==> src/rtl/sfa_pkg.sv <==
/*
 * package for the frame align/detect block: framing patterns, counts and
 * the packed carrier for a parallel byte with its valid flag.
 * assumes a single clock domain (clk_sys, 40 MHz).
 */
`default_nettype none
package sfa_pkg;
    // ==========================================
    // framing patterns, leftmost bit first on the line
    localparam logic [7:0] SFA_A1 = 8'hF6;
    localparam logic [7:0] SFA_A2 = 8'h28;
    // ==========================================
    // stream geometry
    localparam int SFA_BITS = 8;
    localparam int SFA_PH_W = 3;
    localparam logic [2:0] SFA_LAST_BIT = 3'h7;
    localparam logic [2:0] SFA_PH_RESET = 3'h0;
    localparam int SFA_RUN = 3;
    localparam logic [1:0] SFA_RUN_MAX = 2'h3;
    localparam int SFA_FIFO_DEPTH = 32;
    localparam int SFA_FIFO_AW = 5;
    localparam logic [7:0] SFA_BYTE_RESET = 8'h00;
    // ==========================================
    // byte and its validity
    typedef struct packed {
        logic valid;
        logic [7:0] data;
    } sfa_byte_s;
    localparam int SFA_WORD_W = 9;
    typedef enum logic [1:0] {
        SFA_IDLE,
        SFA_HUNT,
        SFA_LOCK
    } sfa_state_e;
endpackage : sfa_pkg
`default_nettype wire

==> src/rtl/sfa_fifo.sv <==
/*
 * synchronous FIFO with valid/ready on both sides and registered read data.
 * assumes one clock and a synchronous active-low reset.
 */
`default_nettype none
module sfa_fifo #(
    parameter int WIDTH = 9,
    parameter int DEPTH = 32,
    parameter int AW = 5
) (
    // clock and reset
    input wire logic clk_sys,
    input wire logic rst_b,
    // write side
    input wire logic inValid,
    output logic inReady,
    input wire logic [WIDTH-1:0] inData,
    // read side
    output logic outValid,
    input wire logic outReady,
    output logic [WIDTH-1:0] outData
);
    logic [WIDTH-1:0] mem [DEPTH];
    logic [AW:0] wrPtr;
    logic [AW:0] rdPtr;
    logic full;
    logic empty;
    logic doWr;
    logic doRd;

    // ==========================================
    // flags
    assign full = (wrPtr[AW] != rdPtr[AW]) && (wrPtr[AW-1:0] == rdPtr[AW-1:0]);
    assign empty = (wrPtr == rdPtr);
    assign inReady = !full;
    assign doWr = inValid && !full;
    assign doRd = !empty && (!outValid || outReady);

    // storage
    always_ff @(posedge clk_sys) begin
        if (doWr) begin
            mem[wrPtr[AW-1:0]] <= inData;
        end
    end

    // write pointer
    always_ff @(posedge clk_sys) begin
        if (!rst_b) begin
            wrPtr <= '0;
        end else if (doWr) begin
            wrPtr <= wrPtr + 1'b1;
        end
    end

    // read pointer and registered output
    always_ff @(posedge clk_sys) begin
        if (!rst_b) begin
            rdPtr <= '0;
            outValid <= 1'b0;
            outData <= '0;
        end else if (doRd) begin
            rdPtr <= rdPtr + 1'b1;
            outValid <= 1'b1;
            outData <= mem[rdPtr[AW-1:0]];
        end else if (outReady) begin
            outValid <= 1'b0;
        end
    end
endmodule : sfa_fifo
`default_nettype wire

==> src/rtl/sfa_frame_align.sv <==
/*
 * frame align/detect: serial-to-parallel demux with byte boundary search on
 * the A1 pattern, A1/A2 frame detector, one-byte frame pulse and an output
 * FIFO for parallel bytes.
 * assumes serial_line_in is one bit per clk_sys, synchronous to it; the
 * out-of-frame strobe and test input are synchronous levels.
 */
`default_nettype none
// Summary of operation
// - recognise three A1 then three A2
// - strobe fall with test low marks outputs invalid until A2
// - boundary steered from A1 recognition
// - three A1, three A2 give frame pulse
// - pulse rises one byte after A2
// - pulse lasts exactly one byte period
// - detection disables recovery until re-armed
// - pulse every frame regardless of strobe
// - strobe fall with test low arms recovery
// - first A1 aligns, rest hold alignment
// - only first A1 after arming moves boundary
// - A1 A2 A2 conflicts; three-three criterion used
// - A1 is F6, A2 is 28
// - strobe fall with test high disables recovery
// - eight-bit bytes on divide-by-eight clock
module sfa_frame_align
    import sfa_pkg::*;
(
    // clock and reset
    input wire logic clk_sys,
    input wire logic rst_b,
    // line side
    input wire logic serial_line_in,
    // system control
    input wire logic out_of_frame_b,
    input wire logic frame_disable_test,
    // parallel side
    output logic byte_clock_out,
    output sfa_pkg::sfa_byte_s parallel_byte_out,
    input wire logic byteReady,
    output logic byteValid,
    output logic frame_found_pulse,
    output logic recoveryEnabled
);
    import sfa_pkg::*;

    logic [SFA_BITS-1:0] shiftReg;
    logic [SFA_PH_W-1:0] bitCount;
    logic [SFA_PH_W-1:0] bytePhase;
    logic byteStrobe;
    logic [SFA_BITS-1:0] curByte;
    logic oofPrev;
    logic oofFall;
    sfa_state_e state;
    logic dataValid;
    logic [1:0] a1Run;
    logic [1:0] a2Run;
    logic isA1;
    logic isA2;
    logic isA1Serial;
    logic frameHit;
    logic hitDelay;
    logic fifoInReady;
    logic fifoOutValid;
    sfa_byte_s fifoOut;
    sfa_byte_s fifoIn;
    logic [SFA_PH_W-1:0] next_bitCount;
    logic [SFA_PH_W-1:0] halfPoint;
    logic takeWord;
    logic a2AfterA1;

    // ==========================================
    // serial to parallel
    // shift in, leftmost bit arrives first
    always_ff @(posedge clk_sys) begin
        if (!rst_b) begin
            shiftReg <= SFA_BYTE_RESET;
        end else begin
            shiftReg <= {shiftReg[SFA_BITS-2:0], serial_line_in};
        end
    end

    // divide-by-eight timing generator, realigned on the first A1 in hunt
    assign isA1Serial = ({shiftReg[SFA_BITS-2:0], serial_line_in} == SFA_A1);
    always_comb begin
        next_bitCount = bitCount + 3'h1;
        if (state == SFA_HUNT && isA1Serial) begin
            next_bitCount = SFA_PH_RESET;
        end
    end

    always_ff @(posedge clk_sys) begin
        if (!rst_b) begin
            bitCount <= SFA_PH_RESET;
        end else begin
            bitCount <= next_bitCount;
        end
    end

    // byte completes when counter wraps to zero
    assign byteStrobe = (next_bitCount == SFA_PH_RESET);
    assign curByte = {shiftReg[SFA_BITS-2:0], serial_line_in};
    assign halfPoint = SFA_PH_RESET + 3'h4;

    // phase held for observation of the chosen boundary
    always_ff @(posedge clk_sys) begin
        if (!rst_b) begin
            bytePhase <= SFA_PH_RESET;
        end else if (state == SFA_HUNT && isA1Serial) begin
            bytePhase <= bitCount;
        end
    end

    // byte clock: high for first half of each byte
    always_ff @(posedge clk_sys) begin
        if (!rst_b) begin
            byte_clock_out <= 1'b0;
        end else begin
            byte_clock_out <= (next_bitCount < halfPoint);
        end
    end

    // ==========================================
    // recovery control
    // strobe edge detect
    always_ff @(posedge clk_sys) begin
        if (!rst_b) begin
            oofPrev <= 1'b1;
        end else begin
            oofPrev <= out_of_frame_b;
        end
    end
    assign oofFall = oofPrev && !out_of_frame_b; // relies on width

    // recovery state: idle (disabled), hunt (armed), lock (aligned)
    always_ff @(posedge clk_sys) begin
        if (!rst_b) begin
            state <= SFA_IDLE;
        end else if (oofFall) begin
            if (frame_disable_test) begin
                state <= SFA_IDLE;
            end else begin
                state <= SFA_HUNT;
            end
        end else begin
            case (state)
                SFA_HUNT: begin
                    if (isA1Serial) begin
                        state <= SFA_LOCK;
                    end
                end
                SFA_LOCK: begin
                    if (frameHit) begin
                        state <= SFA_IDLE;
                    end
                end
                default: begin
                    state <= state;
                end
            endcase
        end
    end

    always_ff @(posedge clk_sys) begin
        if (!rst_b) begin
            recoveryEnabled <= 1'b0;
        end else begin
            recoveryEnabled <= (state == SFA_HUNT);
        end
    end

    // output validity: dropped by strobe fall with test low, restored at A1 to A2
    always_ff @(posedge clk_sys) begin
        if (!rst_b) begin
            dataValid <= 1'b0;
        end else if (oofFall && !frame_disable_test) begin
            dataValid <= 1'b0;
        end else if (byteStrobe && a2AfterA1) begin
            dataValid <= 1'b1;
        end
    end

    // ==========================================
    // frame detection
    assign isA1 = (curByte == SFA_A1);
    assign isA2 = (curByte == SFA_A2);
    // an A2 right after any A1 is the point where outputs turn valid
    assign a2AfterA1 = isA2 && (a1Run != 2'h0);

    // saturating run counters of A1 then A2 bytes
    always_ff @(posedge clk_sys) begin
        if (!rst_b) begin
            a1Run <= 2'h0;
            a2Run <= 2'h0;
        end else if (byteStrobe) begin
            if (isA1) begin
                a1Run <= (a1Run == SFA_RUN_MAX) ? a1Run : a1Run + 2'h1;
                a2Run <= 2'h0;
            end else if (isA2 && (a1Run == SFA_RUN_MAX)) begin
                a2Run <= (a2Run == SFA_RUN_MAX) ? a2Run : a2Run + 2'h1;
                a1Run <= (a2Run == 2'h2) ? 2'h0 : a1Run;
            end else begin
                a1Run <= 2'h0;
                a2Run <= 2'h0;
            end
        end
    end

    // third A2 after three A1 (strobe level ignored)
    assign frameHit = byteStrobe && isA2 && (a1Run == SFA_RUN_MAX)
        && (a2Run == 2'h2);

    // pulse one byte after hit, held exactly one byte
    always_ff @(posedge clk_sys) begin
        if (!rst_b) begin
            hitDelay <= 1'b0;
        end else if (frameHit) begin
            hitDelay <= 1'b1;
        end else if (byteStrobe) begin
            hitDelay <= 1'b0;
        end
    end

    always_ff @(posedge clk_sys) begin
        if (!rst_b) begin
            frame_found_pulse <= 1'b0;
        end else if (byteStrobe) begin
            frame_found_pulse <= hitDelay;
        end
    end

    // ==========================================
    // output FIFO
    // the first A2 byte itself already carries the valid mark
    assign fifoIn.valid = dataValid || a2AfterA1;
    // output register takes a word only when it is free or being drained
    assign takeWord = byteReady || !byteValid;
    assign fifoIn.data = curByte;

    sfa_fifo #(
        .WIDTH(SFA_WORD_W),
        .DEPTH(SFA_FIFO_DEPTH),
        .AW(SFA_FIFO_AW)
    ) u_fifo (
        .clk_sys(clk_sys),
        .rst_b(rst_b),
        .inValid(byteStrobe),
        .inReady(fifoInReady),
        .inData(fifoIn),
        .outValid(fifoOutValid),
        .outReady(takeWord),
        .outData(fifoOut)
    );

    // registered parallel outputs
    always_ff @(posedge clk_sys) begin
        if (!rst_b) begin
            parallel_byte_out <= '0;
            byteValid <= 1'b0;
        end else if (takeWord) begin
            parallel_byte_out <= fifoOut;
            byteValid <= fifoOutValid;
        end
    end
endmodule : sfa_frame_align
`default_nettype wire

==> config.mk <==
export PLATFORM = sky130hd
export DESIGN_NAME = sfa_frame_align
export DESIGN_NICKNAME = d
export VERILOG_FILES = /design/src/rtl/sfa_pkg.sv /design/src/rtl/sfa_fifo.sv /design/src/rtl/sfa_frame_align.sv
export SDC_FILE = /design/constraint.sdc
export NUM_CORES = 1
export LEC_CHECK = 0
export ABC_AREA = 1
export BUFFER_PORTS_ARGS = -buffer_cell sky130_fd_sc_hd__buf_2
export CAP_MARGIN = 20
export CORE_MARGIN = 4
export CORE_UTILIZATION = 50
export DETAILED_ROUTE_END_ITERATION = 8
export PLACE_DENSITY = 0.71
export SYNTH_ARGS = -nofsm -noshare
export SYNTH_HDL_FRONTEND = slang
export SYNTH_SLANG_ARGS = --single-unit
==> constraint.sdc <==
create_clock -name clk_sys -period 4.4 [get_ports clk_sys]
set_clock_uncertainty 0.05 [all_clocks]
set_input_delay 0 -clock clk_sys [delete_from_list [all_inputs] [get_ports clk_sys]]
set_output_delay 0 -clock clk_sys [all_outputs]
set_load 0.02 [all_outputs]
==> results by group <==
GRT
  – Tot GR Track Use: 0.216
  – Global-route wire length before repair: 52,700 um
  – Antenna violations before repair: 0
  – Vias in the first global route: 9,716
  – Largest net degree at the start of global routing: 74
  – Total grt overflow: 0

Floorplanning
  – FP Rows: 62
  – Die area: between 30,000 and 40,000 um^2
  – Die width: 179 um
  – I/O pin count: 19
  – Die Ht: 179 um
  – Core area: 28,800 um^2
  – Initial Utilization: 0.508

Synthesis
  – Syn_nets: about 1,500
  – Syn Std Cell Area: 14,600 um^2
  – Synth Area in XOR/XNOR: 0.00779
  – Sequential-to-total area share from yosys stat: 0.666
  – Syn. warnings: 0
  – Synth cell types: 32
  – Multiplexer share of the synthesized area: 0
  – Number of synthesized flops with an enable pin: roughly 290
  – Synthesized instance count: 1,445
  – Simple-gate share of the synthesized area: 0.223
  – Complex-gate fraction of the synthesized area: 0.0273
  – Adder and majority gate portion of the synthesized area: 0.00856
  – FFs w/ async S/R, synth: 0
  – Main combinational cell family by area after synthesis: simple AND/OR/NAND/NOR gates
  – Post-synth top flop: edfxtp_1
  – Syn avg cell area: ~10 um^2
  – Yosys reg bits: 342

Power and ir drop
  – Internal power: 0.00592 W
  – LEAKAGE: 6.62 nW
  – Power per cell area: 532 nW/um^2
  – Switching Fraction: 0.312
  – NetSw: 0.00269 W
  – Clock power frac: 0.348
  – Maximum vdd drop: 0.000295 V
  – Seq pwr share: 0.434
  – Power share of the combinational group: 0.218
  – Pwr Total: 0.00860 W

Setup path
  – Crit. End Element: flop
  – CP max FO: 34
  – Worst flop-to-flop path startpoint: shiftReg[5]
  – Reg2reg end: u_fifo.mem[24][7]
  – WP data required: 4.48 ns
  – Worst setup SP type: flop
  – WS Path Type: reg2reg
  – R2R Setup Slk: 1.28 ns
  – Worst r2r path cells: 9
  – CP startpoint: shiftReg[5]
  – Arrival @ worst endpoint: between 3 and 4 ns

STA
  – Final slew viol count: 0
  – RSZ-0062 raised after global routing: false
  – Rel. slew slack: 0.315
  – Final WS setup: ~1.3 ns
  – Fin. Hold Viols: 0
  – Max Fclk: approximately 320 MHz
  – Least-Margin Pin Slew: 1.03 ns
  – Final min period: 3.12 ns
  – Setup TNS: 0 ns
  – Final period util: 0.709
  – Setup violators final: 0

CTS
  – Worst-skew pair later-pin latency: roughly 0.51 ns
  – CTS H-Tree Depth: 2
  – Clock Tree Buf Depth: 3
  – Root Buffer: clkbuf_16
  – CTS tree: built
  – # clock sinks: ~340
  – Worst-path clk slew: 0.06 ns
  – CTS Buf Count: 36

Status
  – Status: completed

Hold path
  – Hold EP: dataValid
  – Hold Startpoint: frame_disable_test
  – Hold crit path type: in2reg
  – Worst Hold Depth: 5

Drt
  – Met3 WL post-DR: 3000 um
  – Iteration-0 DRC count of the detailed router: 1,065
  – WL final: 33,900 um
  – Remaining antenna violation count: 0
  – Wirelength per Cell: 18.2 um
  – DRC viols: 0
  – Top layer in use: met4
  – Wire length on met2: around 16,000 um
  – Pre-Repair DR Iteration Count: 5
  – Met1 wire length: 14,000 um
  – DR vias/cell: approximately 5.3
  – Vias after detailed routing: a little under 10,000

Placed design
  – # placed instances: around 1,800
  – Port Buffers: 18
  – HPWL after DPL: 20,400 um
  – DP Worst Slack: roughly 1.3 ns
  – Routability cong.: ~0.9

Layout
  – Layout Cells excl Fill: 1,865
  – Net count, final: 1,471
  – Share of cells above drive strength 1: 0.0736
  – Area Overhead vs Synth: 10.7%
  – N_diodes: 0

Run
  – Max Cap Violations: 0
## area by class of cell
class	count	area [um^2]
clock buffers	47	993
repair buffers	42	290
well taps	384	480
flip-flops and latches	342	9730
clock inverters	17	178
fillers	2451	12600
inverters	159	604
multi-input cells	874	3890
## state kept, by name, summed over array words and instances, names as in the netlist, 2 cells and up
register,cells
state,2
u_fifo.rdPtr,6
shiftReg,7
u_fifo.wrPtr,6
parallel_byte_out,9
u_fifo.outData,9
bitCount,3
u_fifo.mem,288
a2Run,2
a1Run,2
## logic make-up after synthesis
kind of cell,Yosys count
compound gates,75
xor+xnor,13
fa+ha+maj,10
buf+inv,229
flops,342
simple gates,776
## metrics by stage
stage / utilization / hold WS, ns / cell area (um^2)
global placement: 0.519 / 0.140 / 14900
CTS: 0.562 / 0.374 / 16200
detailed placement: 0.519 / 0.147 / 14900
global route: 0.562 / 0.424 / 16200
finish: 0.562 / 0.396 / 16200
floorplan: - / 0.0435 / 14600
## power by group through the flow
stage | registers [W] | clock network, W | logic (W)
2_1_floorplan | 0.00374 | 0 | 0.00147
3_3_place_gp | 0.00379 | 0 | 0.00181
3_5_place_dp | 0.00380 | 0 | 0.00184
4_1_cts | 0.00373 | 0.00304 | 0.00186
5_1_grt | 0.00375 | 0.00318 | 0.00210
6_report | 0.00373 | 0.00299 | 0.00188
## repair_timing
action	CTS	global route
endpoints found under the hold margin	29	0
resized for setup	0	0
setup endpoints to repair	0	0
hold buffers	8	0
buffers inserted	0	0
## metal layers
layer  GRT usage  vias to the layer above
li1            -                     4751
met1       0.292                     4675
met2       0.345                      410
met3      0.0500                       78
met4      0.0761                        0
met5           0                        -
## synthesized netlist by cell type (6+ instances only)
library cell    n  area share
buf_4           6      0.0031
clkbuf_1       17      0.0044
buf_2          37       0.013
dfxtp_1        54       0.074
a21oi_1        46       0.016
edfxtp_1      288        0.59
nand2_1       442        0.11
xor2_1         12      0.0072
inv_1         152       0.039
nand3_1       186       0.064
ha_1           10      0.0086
o21ai_0        26      0.0089
nor2_1        125       0.032
nand2_4         6      0.0046
buf_6           8      0.0062
## worst max-delay path, stage by stage (launching register included)
cell     delay (ns)
dfxtp_1        0.32
buf_4          0.40
inv_1          0.13
nor3_2         0.24
nand3_2        0.20
o31ai_4        0.21
nand2_4        0.18
inv_6          0.14
nand2_4        0.14
nor2_1         0.70
## how the worst max path moves through the flow
stage / slack, ns / end
6_report: 1.28 / u_fifo.mem[24][7]
5_1_grt: 1.11 / u_fifo.mem[24][6]
4_1_cts: 1.29 / u_fifo.mem[24][1]
3_5_place_dp: 1.34 / u_fifo.mem[30][2]
3_3_place_gp: 1.53 / u_fifo.mem[30][1]
2_1_floorplan: 1.46 / u_fifo.mem[0][8]
## cell usage in the layout, fill, tap and decap left out, types with 12 or more instances in the layout
cell / count
a21oi_1: 46
buf_2: 18
buf_4: 16
clkbuf_16: 37
dfxtp_1: 52
edfxtp_1: 288
inv_1: 151
nand2_1: 442
nand3_1: 186
nor2_1: 125
o21ai_0: 25
xor2_1: 12
Power figures use the tool's default switching activity.
